--- src/rtl/obd_pkg.sv ---
// holds offsets, field positions, reset values and pin presets of the bank d settings
// assumes byte-wide registers behind the device's serial register port
package obd_pkg;

  // register offsets
  localparam logic [7:0] OBD_ADDR_INT_RATIO = 8'h28;
  localparam logic [7:0] OBD_ADDR_FRAC_LO = 8'h29;
  localparam logic [7:0] OBD_ADDR_FRAC_MID = 8'h2a;
  localparam logic [7:0] OBD_ADDR_FRAC_HI = 8'h2b;
  localparam logic [7:0] OBD_ADDR_FRAC_INT = 8'h2c;
  localparam logic [7:0] OBD_ADDR_DIV_CTRL = 8'h2d;
  localparam logic [7:0] OBD_ADDR_BANK_CTRL = 8'h2e;
  localparam logic [7:0] OBD_ADDR_OUT0_CTRL = 8'h30;
  localparam logic [7:0] OBD_ADDR_OUT1_CTRL = 8'h31;
  localparam logic [7:0] OBD_ADDR_SYNC = 8'h3d;

  // field positions
  localparam int OBD_POS_POST_DIV = 0;
  localparam int OBD_POS_DIV_TYPE = 4;
  localparam int OBD_POS_SRC_SEL = 5;
  localparam int OBD_POS_BANK_PD = 7;
  localparam int OBD_POS_CFG_SRC = 0;
  localparam int OBD_POS_OUT_PD = 7;
  localparam int OBD_POS_STYLE = 2;
  localparam int OBD_POS_SWING = 0;
  localparam int OBD_POS_SYNC = 7;

  // reset values
  localparam logic [5:0] OBD_RST_INT_RATIO = 6'h0d;
  localparam logic [23:0] OBD_RST_FRAC = 24'h600000;
  localparam logic [3:0] OBD_RST_FRAC_INT = 4'h9;
  localparam logic [1:0] OBD_RST_POST_DIV = 2'h0;
  localparam logic [1:0] OBD_RST_SWING = 2'h0;

  // legal integer part of the fractional ratio
  localparam logic [3:0] OBD_FRAC_INT_MIN = 4'h5;
  localparam logic [3:0] OBD_FRAC_INT_MAX = 4'hf;

  // swing codes and their single-ended swing in millivolts
  localparam logic [1:0] OBD_SWING_350 = 2'h0;
  localparam logic [1:0] OBD_SWING_500 = 2'h1;
  localparam logic [1:0] OBD_SWING_750 = 2'h2;
  localparam logic [9:0] OBD_MV_350 = 10'h15e;
  localparam logic [9:0] OBD_MV_500 = 10'h1f4;
  localparam logic [9:0] OBD_MV_750 = 10'h2ee;

  // post-divider codes and their division factors
  localparam logic [1:0] OBD_POST_DIV1 = 2'h0;
  localparam logic [1:0] OBD_POST_DIV2 = 2'h1;
  localparam logic [1:0] OBD_POST_DIV4 = 2'h2;

  // integer ratio codes chosen by the two bank control pins
  localparam logic [5:0] OBD_PIN_RATIO_0 = 6'h0d;
  localparam logic [5:0] OBD_PIN_RATIO_1 = 6'h09;
  localparam logic [5:0] OBD_PIN_RATIO_2 = 6'h10;
  localparam logic [5:0] OBD_PIN_RATIO_3 = 6'h19;

  // output style encoding
  localparam logic OBD_STYLE_LVDS = 1'b0;
  localparam logic OBD_STYLE_LVPECL = 1'b1;

endpackage

--- src/rtl/obd_pin_sync.sv ---
// holds a three-stage synchroniser for asynchronous control pins
// assumes pins change slowly compared with clk_sys
`timescale 1ns/100ps
module obd_pin_sync
  import obd_pkg::*;
#(
  parameter int WIDTH = 2
) (
  input wire logic clk_sys,
  input wire logic reset_n,
  input wire logic [WIDTH-1:0] pin_async,
  output logic [WIDTH-1:0] pin_level
);

  logic [WIDTH-1:0] stage1_q;
  logic [WIDTH-1:0] stage2_q;
  logic [WIDTH-1:0] stage3_q;
  logic [WIDTH-1:0] level_q;

  if (WIDTH < 1) begin : g_bad_width
    $error("obd_pin_sync needs at least one pin");
  end

  ////////////////////////////////////////////////////////////////////////////
  // shift chain; only the second stage reads the first
  always_ff @(posedge clk_sys or negedge reset_n) begin
    if (!reset_n) begin
      stage1_q <= '0;
      stage2_q <= '0;
      stage3_q <= '0;
    end else begin
      stage1_q <= pin_async;
      stage2_q <= stage1_q;
      stage3_q <= stage2_q;
    end
  end

  // accept a change once stages two and three agree
  always_ff @(posedge clk_sys or negedge reset_n) begin
    if (!reset_n) begin
      level_q <= '0;
    end else if (stage2_q == stage3_q) begin
      level_q <= stage3_q;
    end
  end

  assign pin_level = level_q;

endmodule

--- src/rtl/obd_config_regs.sv ---
// holds the bank d configuration registers and the settings they drive
// assumes a serial-interface front end presents byte writes and reads on clk_sys
// Function
// - post-divider code 00/01/10 divides 1/2/4
// - divider-type bit picks integer or fractional divider
// - source bit zero drives bank from divider
// - bank power-down stops bank, second output floats
// - config-source bit picks pins or registers
// - output power-down stops first, floats second output
// - style bit zero LVDS, one LVPECL
// - swing codes give 350, 500, 750 mV
// - fractional ratio is integer part plus fraction
`timescale 1ns/100ps
module obd_config_regs
  import obd_pkg::*;
#(
  parameter int PIN_WIDTH = 2
) (
  input wire logic clk_sys,
  input wire logic reset_n,
  input wire logic [7:0] reg_addr,
  input wire logic [7:0] reg_wdata,
  input wire logic reg_wr_en,
  input wire logic reg_rd_en,
  output logic [7:0] reg_rdata,
  output logic reg_rd_valid,
  input wire logic [PIN_WIDTH-1:0] bank_ctl_pins,
  output logic [5:0] integer_divider_ratio,
  output logic [23:0] fraction_word,
  output logic [3:0] fraction_integer_part,
  output logic [2:0] post_divide_factor,
  output logic [27:0] fractional_ratio,
  output logic fractional_ratio_valid,
  output logic fractional_path_selected,
  output logic bank_driven_by_divider,
  output logic bank_active,
  output logic first_bank_output_on,
  output logic second_bank_output_oe,
  output logic output_style_lvpecl,
  output logic [9:0] output_swing_mv,
  output logic settings_from_registers,
  output logic divider_sync_pulse
);

  if (PIN_WIDTH != 2) begin : g_bad_pins
    $error("obd_config_regs serves exactly two bank control pins");
  end

  ////////////////////////////////////////////////////////////////////////////
  // helpers

  // division factor of a post-divider code, zero when reserved
  function automatic logic [2:0] post_factor(input logic [1:0] code);
    case (code)
      OBD_POST_DIV1: post_factor = 3'h1;
      OBD_POST_DIV2: post_factor = 3'h2;
      OBD_POST_DIV4: post_factor = 3'h4;
      default: post_factor = 3'h0;
    endcase
  endfunction

  // swing in millivolts of a swing code, zero when reserved
  function automatic logic [9:0] swing_mv(input logic [1:0] code);
    case (code)
      OBD_SWING_350: swing_mv = OBD_MV_350;
      OBD_SWING_500: swing_mv = OBD_MV_500;
      OBD_SWING_750: swing_mv = OBD_MV_750;
      default: swing_mv = 10'h000;
    endcase
  endfunction

  // integer ratio code chosen by the pins
  function automatic logic [5:0] pin_ratio(input logic [1:0] pins);
    case (pins)
      2'h0: pin_ratio = OBD_PIN_RATIO_0;
      2'h1: pin_ratio = OBD_PIN_RATIO_1;
      2'h2: pin_ratio = OBD_PIN_RATIO_2;
      default: pin_ratio = OBD_PIN_RATIO_3;
    endcase
  endfunction

  ////////////////////////////////////////////////////////////////////////////
  // stored fields

  logic [5:0] int_ratio_q;
  logic [23:0] frac_q;
  logic [3:0] frac_int_q;
  logic [1:0] post_div_q;
  logic div_type_q;
  logic src_sel_q;
  logic bank_pd_q;
  logic cfg_src_q;
  logic out_pd_q;
  logic style_q;
  logic [1:0] swing_q;
  logic [PIN_WIDTH-1:0] pins_level;
  logic wr_int;
  logic wr_frac_lo;
  logic wr_frac_mid;
  logic wr_frac_hi;
  logic wr_frac_int;
  logic wr_div_ctrl;
  logic wr_bank_ctrl;
  logic wr_out0;
  logic wr_sync;

  // address decode of writes
  assign wr_int = reg_wr_en && (reg_addr == OBD_ADDR_INT_RATIO);
  assign wr_frac_lo = reg_wr_en && (reg_addr == OBD_ADDR_FRAC_LO);
  assign wr_frac_mid = reg_wr_en && (reg_addr == OBD_ADDR_FRAC_MID);
  assign wr_frac_hi = reg_wr_en && (reg_addr == OBD_ADDR_FRAC_HI);
  assign wr_frac_int = reg_wr_en && (reg_addr == OBD_ADDR_FRAC_INT);
  assign wr_div_ctrl = reg_wr_en && (reg_addr == OBD_ADDR_DIV_CTRL);
  assign wr_bank_ctrl = reg_wr_en && (reg_addr == OBD_ADDR_BANK_CTRL);
  assign wr_out0 = reg_wr_en &&
                   ((reg_addr == OBD_ADDR_OUT0_CTRL) || (reg_addr == OBD_ADDR_OUT1_CTRL));
  assign wr_sync = reg_wr_en && (reg_addr == OBD_ADDR_SYNC);

  // divider ratio and fraction registers
  always_ff @(posedge clk_sys or negedge reset_n) begin
    if (!reset_n) begin
      int_ratio_q <= OBD_RST_INT_RATIO;
      frac_q <= OBD_RST_FRAC;
      frac_int_q <= OBD_RST_FRAC_INT;
    end else begin
      if (wr_int) begin
        int_ratio_q <= reg_wdata[5:0];
      end
      if (wr_frac_lo) begin
        frac_q[7:0] <= reg_wdata;
      end
      if (wr_frac_mid) begin
        frac_q[15:8] <= reg_wdata;
      end
      if (wr_frac_hi) begin
        frac_q[23:16] <= reg_wdata;
      end
      if (wr_frac_int) begin
        frac_int_q <= reg_wdata[3:0];
      end
    end
  end

  // divider control: post-divider, divider type and source select
  always_ff @(posedge clk_sys or negedge reset_n) begin
    if (!reset_n) begin
      post_div_q <= OBD_RST_POST_DIV;
      div_type_q <= 1'b0;
      src_sel_q <= 1'b0;
    end else if (wr_div_ctrl) begin
      post_div_q <= reg_wdata[OBD_POS_POST_DIV +: 2];
      div_type_q <= reg_wdata[OBD_POS_DIV_TYPE];
      src_sel_q <= reg_wdata[OBD_POS_SRC_SEL];
    end
  end

  // bank control: bank power-down and configuration source
  always_ff @(posedge clk_sys or negedge reset_n) begin
    if (!reset_n) begin
      bank_pd_q <= 1'b0;
      cfg_src_q <= 1'b0;
    end else if (wr_bank_ctrl) begin
      bank_pd_q <= reg_wdata[OBD_POS_BANK_PD];
      cfg_src_q <= reg_wdata[OBD_POS_CFG_SRC];
    end
  end

  // output control; both output words share the one power-down bit
  always_ff @(posedge clk_sys or negedge reset_n) begin
    if (!reset_n) begin
      out_pd_q <= 1'b0;
      style_q <= OBD_STYLE_LVDS;
      swing_q <= OBD_RST_SWING;
    end else if (wr_out0) begin
      out_pd_q <= reg_wdata[OBD_POS_OUT_PD];
      if (reg_addr == OBD_ADDR_OUT0_CTRL) begin
        style_q <= reg_wdata[OBD_POS_STYLE];
        swing_q <= reg_wdata[OBD_POS_SWING +: 2];
      end
    end
  end

  ////////////////////////////////////////////////////////////////////////////
  // register reads; reserved bits and unmapped offsets read zero

  logic [7:0] rdata_d;

  // read mux
  always_comb begin
    rdata_d = 8'h00;
    case (reg_addr)
      OBD_ADDR_INT_RATIO: rdata_d[5:0] = int_ratio_q;
      OBD_ADDR_FRAC_LO: rdata_d = frac_q[7:0];
      OBD_ADDR_FRAC_MID: rdata_d = frac_q[15:8];
      OBD_ADDR_FRAC_HI: rdata_d = frac_q[23:16];
      OBD_ADDR_FRAC_INT: rdata_d[3:0] = frac_int_q;
      OBD_ADDR_DIV_CTRL: begin
        rdata_d[OBD_POS_POST_DIV +: 2] = post_div_q;
        rdata_d[OBD_POS_DIV_TYPE] = div_type_q;
        rdata_d[OBD_POS_SRC_SEL] = src_sel_q;
      end
      OBD_ADDR_BANK_CTRL: begin
        rdata_d[OBD_POS_BANK_PD] = bank_pd_q;
        rdata_d[OBD_POS_CFG_SRC] = cfg_src_q;
      end
      OBD_ADDR_OUT0_CTRL: begin
        rdata_d[OBD_POS_OUT_PD] = out_pd_q;
        rdata_d[OBD_POS_STYLE] = style_q;
        rdata_d[OBD_POS_SWING +: 2] = swing_q;
      end
      OBD_ADDR_OUT1_CTRL: rdata_d[OBD_POS_OUT_PD] = out_pd_q;
      default: rdata_d = 8'h00; // the sync trigger reads as zero
    endcase
  end

  // read data register and valid strobe
  always_ff @(posedge clk_sys or negedge reset_n) begin
    if (!reset_n) begin
      reg_rdata <= 8'h00;
      reg_rd_valid <= 1'b0;
    end else begin
      reg_rd_valid <= reg_rd_en;
      if (reg_rd_en) begin
        reg_rdata <= rdata_d;
      end
    end
  end

  ////////////////////////////////////////////////////////////////////////////
  // divider synchronisation trigger; self-clearing one-cycle pulse

  // pulse on a write of one to the trigger bit
  always_ff @(posedge clk_sys or negedge reset_n) begin
    if (!reset_n) begin
      divider_sync_pulse <= 1'b0;
    end else begin
      divider_sync_pulse <= wr_sync && reg_wdata[OBD_POS_SYNC];
    end
  end

  ////////////////////////////////////////////////////////////////////////////
  // control pins

  obd_pin_sync #(
    .WIDTH(PIN_WIDTH)
  ) u_pin_sync (
    .clk_sys(clk_sys),
    .reset_n(reset_n),
    .pin_async(bank_ctl_pins),
    .pin_level(pins_level)
  );

  ////////////////////////////////////////////////////////////////////////////
  // effective settings: pins pick a preset, registers give everything
  logic [5:0] eff_int_d;
  logic [23:0] eff_frac_d;
  logic [3:0] eff_frac_int_d;
  logic [1:0] eff_post_d;
  logic eff_div_type_d;
  logic eff_src_d;
  logic eff_bank_pd_d;
  logic eff_out_pd_d;
  logic eff_style_d;
  logic [1:0] eff_swing_d;
  // pin mode keeps every other setting at its reset value
  always_comb begin
    if (cfg_src_q) begin
      eff_int_d = int_ratio_q;
      eff_frac_d = frac_q;
      eff_frac_int_d = frac_int_q;
      eff_post_d = post_div_q;
      eff_div_type_d = div_type_q;
      eff_src_d = src_sel_q;
      eff_bank_pd_d = bank_pd_q;
      eff_out_pd_d = out_pd_q;
      eff_style_d = style_q;
      eff_swing_d = swing_q;
    end else begin
      eff_int_d = pin_ratio(pins_level);
      eff_frac_d = OBD_RST_FRAC;
      eff_frac_int_d = OBD_RST_FRAC_INT;
      eff_post_d = OBD_RST_POST_DIV;
      eff_div_type_d = 1'b0;
      eff_src_d = 1'b0;
      eff_bank_pd_d = 1'b0;
      eff_out_pd_d = 1'b0;
      eff_style_d = OBD_STYLE_LVDS;
      eff_swing_d = OBD_RST_SWING;
    end
  end

  // divider settings presented to the divider
  always_ff @(posedge clk_sys or negedge reset_n) begin
    if (!reset_n) begin
      integer_divider_ratio <= OBD_RST_INT_RATIO;
      fraction_word <= OBD_RST_FRAC;
      fraction_integer_part <= OBD_RST_FRAC_INT;
      post_divide_factor <= 3'h1;
      fractional_ratio <= {OBD_RST_FRAC_INT, OBD_RST_FRAC};
      fractional_ratio_valid <= 1'b1;
      fractional_path_selected <= 1'b0;
      bank_driven_by_divider <= 1'b1;
      settings_from_registers <= 1'b0;
    end else begin
      integer_divider_ratio <= eff_int_d;
      fraction_word <= eff_frac_d;
      fraction_integer_part <= eff_frac_int_d;
      post_divide_factor <= post_factor(eff_post_d);
      fractional_ratio <= {eff_frac_int_d, eff_frac_d};
      fractional_ratio_valid <= (eff_frac_int_d >= OBD_FRAC_INT_MIN) &&
                                (eff_frac_int_d <= OBD_FRAC_INT_MAX) &&
                                (post_factor(eff_post_d) != 3'h0);
      fractional_path_selected <= eff_div_type_d;
      bank_driven_by_divider <= !eff_src_d;
      settings_from_registers <= cfg_src_q;
    end
  end

  // power and output format settings
  always_ff @(posedge clk_sys or negedge reset_n) begin
    if (!reset_n) begin
      bank_active <= 1'b1;
      first_bank_output_on <= 1'b1;
      second_bank_output_oe <= 1'b1;
      output_style_lvpecl <= OBD_STYLE_LVDS;
      output_swing_mv <= OBD_MV_350;
    end else begin
      bank_active <= !eff_bank_pd_d;
      first_bank_output_on <= !(eff_bank_pd_d || eff_out_pd_d);
      second_bank_output_oe <= !(eff_bank_pd_d || eff_out_pd_d);
      output_style_lvpecl <= eff_style_d;
      output_swing_mv <= swing_mv(eff_swing_d);
    end
  end

endmodule

--- config.mk ---
export PLATFORM = sky130hd
export DESIGN_NAME = obd_config_regs
export DESIGN_NICKNAME = d
export VERILOG_FILES = /design/src/rtl/obd_pkg.sv /design/src/rtl/obd_pin_sync.sv /design/src/rtl/obd_config_regs.sv
export SDC_FILE = /design/constraint.sdc
export NUM_CORES = 1
export LEC_CHECK = 0
export BUFFER_PORTS_ARGS = -buffer_cell sky130_fd_sc_hd__buf_2
export CELL_PAD_IN_SITES_DETAIL_PLACEMENT = 0
export CELL_PAD_IN_SITES_GLOBAL_PLACEMENT = 1
export CORE_AREA = 2 2 103 105
export CTS_BUF_LIST = sky130_fd_sc_hd__clkbuf_8
export CTS_CLUSTER_SIZE = 40
export DETAILED_ROUTE_END_ITERATION = 7
export DIE_AREA = 0 0 105 107
export GPL_TIMING_DRIVEN = 0
export PLACE_DENSITY = 0.89
export SLEW_MARGIN = 5
export SYNTH_ARGS = -nofsm -noshare
export SYNTH_HDL_FRONTEND = slang
export SYNTH_SLANG_ARGS = --single-unit
--- constraint.sdc ---
create_clock -name clk_sys -period 2.75 [get_ports clk_sys]
set_input_delay 0 -clock clk_sys [delete_from_list [all_inputs] [get_ports clk_sys]]
set_output_delay 0 -clock clk_sys [all_outputs]
set_load 0.03 [all_outputs]
==> impl_metrics.toml <==
[routing]
first_pass_iters = 4
drt_wl_total_um = 10200
vias = 3248
drt_iter0_drc = 117
ant_nets = 0
viasPerCell = 5.00
drcViolationCount = 0
avgRoutedWirePerCell_um = 15.8

[layout]
syn_to_final_growth_pct = 23.7
fill_cells = 895
diodes = 0
seqCellArea_mm2 = 0.00281
drive_above_1_share_pct = 46.6
fin_nets = 532
multi_input_area_mm2 = 0.00152

[placement]
io_buffers = 111
dp_hpwl_um = 7300
gp_congestion = 0.874

[setup_path]
critical-path-top-delay-family = "simple AND/OR/NAND/NOR gates"
critPathRequiredTime_ns = 3.01
endpoint_kind = "register"
r2r_cells = 5
max_stage_delay_ns = 0.61
path_max_fanout = 9
crit_top_cell = "buf_2"
path_buf_inv = 3
critPathKind = "input port to register"
rrSetupSlack_ns = 0.87
rr_startpoint = "cfg_src_q$_DFFE_PN0P_"
critPathSlowestCell = "nor3b_4"
crit_chain = "dlygate4sd3_1 -> buf_2 -> or3b_1 -> buf_2 -> nor3_4 -> nor3b_4 -> mux2_2"
start_kind = "input port"
arrival_ns = 2.60
reg2reg_to = "output_swing_mv[7]$_DFF_PN0_"

[clocking]
cts_max_path_buffers = 2
numCtsBuffers = 9
cts_max_level = 3
cts_tree = "done"
cts_root_buf = "clkbuf_8"
clock-sinks = 111
cts_resized = 0
insertion_delay_ns = 0.37
clkTransAtPathRegs_ns = 0.11

[yosys]
synth-seq-cells = 111
syn_area_per_cell_um2 = 12.7
synth_xor_area_share_pct = 0.374
synth_edf_count = 0
synth_nets = 394
synth_fa_ha_area_share_pct = 0.534
synth-compound-area-share_pct = 5.26
ys_top_cells_by_area = "dfrtp_1, dfstp_2, mux2_2, buf_4, and2_1"
synth_top_family_by_area = "multiplexers"
yosysTopAreaCell = "dfrtp_1"
yosysMostFrequentCell = "dfrtp_1"
synthSimpleGateAreaFrac_pct = 12.6
synth-async-reset-ratio_pct = 100
synthFlopType = "dfrtp_1"
yosysTopAreaCellShare_pct = 47.6
mappedNetlistArea_mm2 = 0.00468
syn_inst = 370
yosys-top-cells-count = "dfrtp_1, mux2_2, buf_4"
ys_warn_count = 0
synth.mux.area_fraction_pct = 13.6
ys_seq_area_share_pct = 59.9
ys_types = 48

[sta]
fin_worst_skew_ns = 0.00868
rsz0062_at_grt = "no"
slew_headroom_pct = 48.7
finalHoldViolations = 0
fin_crit_ns = 2.35
fmax_mhz = 426
finalSetupViolations = 0
worstMarginPinSlew_ns = 0.763
tns_ns = 0
min_period_over_period_pct = 85.4
holdWs_ns = 0.0197
drv_slew = 0

[status]
status = "completed"

[floorplanning]
initial_core_util_pct = 46.4
dieArea_mm2 = 0.0112
core_mm2 = 0.0101
pin_count = 115
rows = 37
fp.dieH_um = 107
die_w_um = 105

[grt]
grt_overflow_total = 0
track_usage_pct = 19.2
grt_pass1_wl_um = 16500
grt_pass1_vias = 3211
grt_max_degree = 63
antenna_found_initial = 0

[job]
drv_cap = 0

[power]
power.density_mw_per_mm2 = 526
ir_drop_uv = 232
leakage_uw = 0.00295

[min_path]
hold_start = "reg_wdata[0]"
hold-path-endpoint = "frac_int_q[0]$_DFFE_PN1P_"
hold_class = "input port to register"
hold_depth = 2
==> routing by layer <==
layer	wire, µm	up-vias	global-route usage (%)
li1	-	1509	-
met1	4640	1599	27.1
met2	4800	119	29.4
met3	546	21	2.67
met4	246	0	9.05
met5	0	-	0
==> sequential cells by signal, indices dropped and copies added, names as in the netlist, 2 cells and up <==
| name | count |
|---|---|
| reg_rdata | 8 |
| u_pin_sync.pin_level | 2 |
| u_pin_sync.stage2_q | 2 |
| swing_q | 2 |
| post_divide_factor | 3 |
| frac_q | 24 |
| post_div_q | 2 |
| int_ratio_q | 6 |
| output_swing_mv | 5 |
| integer_divider_ratio | 6 |
| fractional_ratio | 27 |
| frac_int_q | 4 |
| u_pin_sync.stage3_q | 2 |
| u_pin_sync.stage1_q | 2 |
==> power breakdown <==
| group | internal (µW) | switching (µW) | total [µW] | leakage, µW |
|---|---|---|---|---|
| logic | 115 | 191 | 306 | 0.00141 |
| registers | 1710 | 43.1 | 1750 | 0.00144 |
| clock network | 431 | 560 | 991 | 0.000100 |
| total | 2250 | 794 | 3050 | 0.00295 |
==> worst max path at each step <==
stage,startpoint,to,depth (start not counted)
floorplan,reg_addr[7],frac_q[10]$_DFFE_PN0P_,5
global placement,reset_n,post_divide_factor[2]$_DFF_PN0_,1
detailed placement,reg_addr[1],int_ratio_q[4]$_DFFE_PN0P_,6
CTS,reg_addr[7],frac_q[12]$_DFFE_PN0P_,7
global route,reg_addr[7],frac_q[12]$_DFFE_PN0P_,7
finish,reg_addr[7],frac_q[9]$_DFFE_PN0P_,7
==> logic make-up after synthesis <==
logic type / count (synthesis)
AO/OA/AOI/OAI: 37
AND/OR/NAND/NOR: 102
adder cells (fa/ha/maj): 2
flip-flops: 111
multiplexers: 54
buffers and inverters: 61
other: 1
XOR/XNOR: 2
==> cell usage in the layout (no fill, tap or decap), types with 10 or more instances in the layout <==
cell	instances
nand2b_1	10
dlygate4sd3_1	15
mux2_2	47
clkbuf_1	12
and2_1	29
buf_4	35
nand2_1	19
dfrtp_1	89
dfstp_2	22
buf_2	111
nor2_1	14
inv_1	12
==> what timing repair did <==
action,4_1_cts,5_1_grt
hold buffers,15,0
endpoints found under the hold margin,85,0
buffers inserted,0,0
==> final cells by class <==
| type | instances | share of cell area, % |
|---|---|---|
| Tap cell | 136 | 2.94 |
| Clock inverter | 7 | 1.40 |
| Clock buffer | 9 | 2.14 |
| Buffer | 49 | 5.40 |
| Inverter | 12 | 0.777 |
| Sequential cell | 111 | 48.4 |
| Multi-Input combinational cell | 198 | 26.2 |
| Timing Repair Buffer | 127 | 12.7 |
==> metrics by stage <==
step	std cells	area (µm²)	setup WS [ns]	utilization, %	power (µW)
final	649	5790	0.403	57.4	3050
after global placement	617	5410	0.573	53.6	2060
after detailed placement	618	5440	0.621	53.9	2070
after CTS	649	5790	0.444	57.4	3070
after floorplan	370	4680	1.08	-	1940
after global routing	649	5790	0.357	57.4	3170
Power figures use the tool's default switching activity.
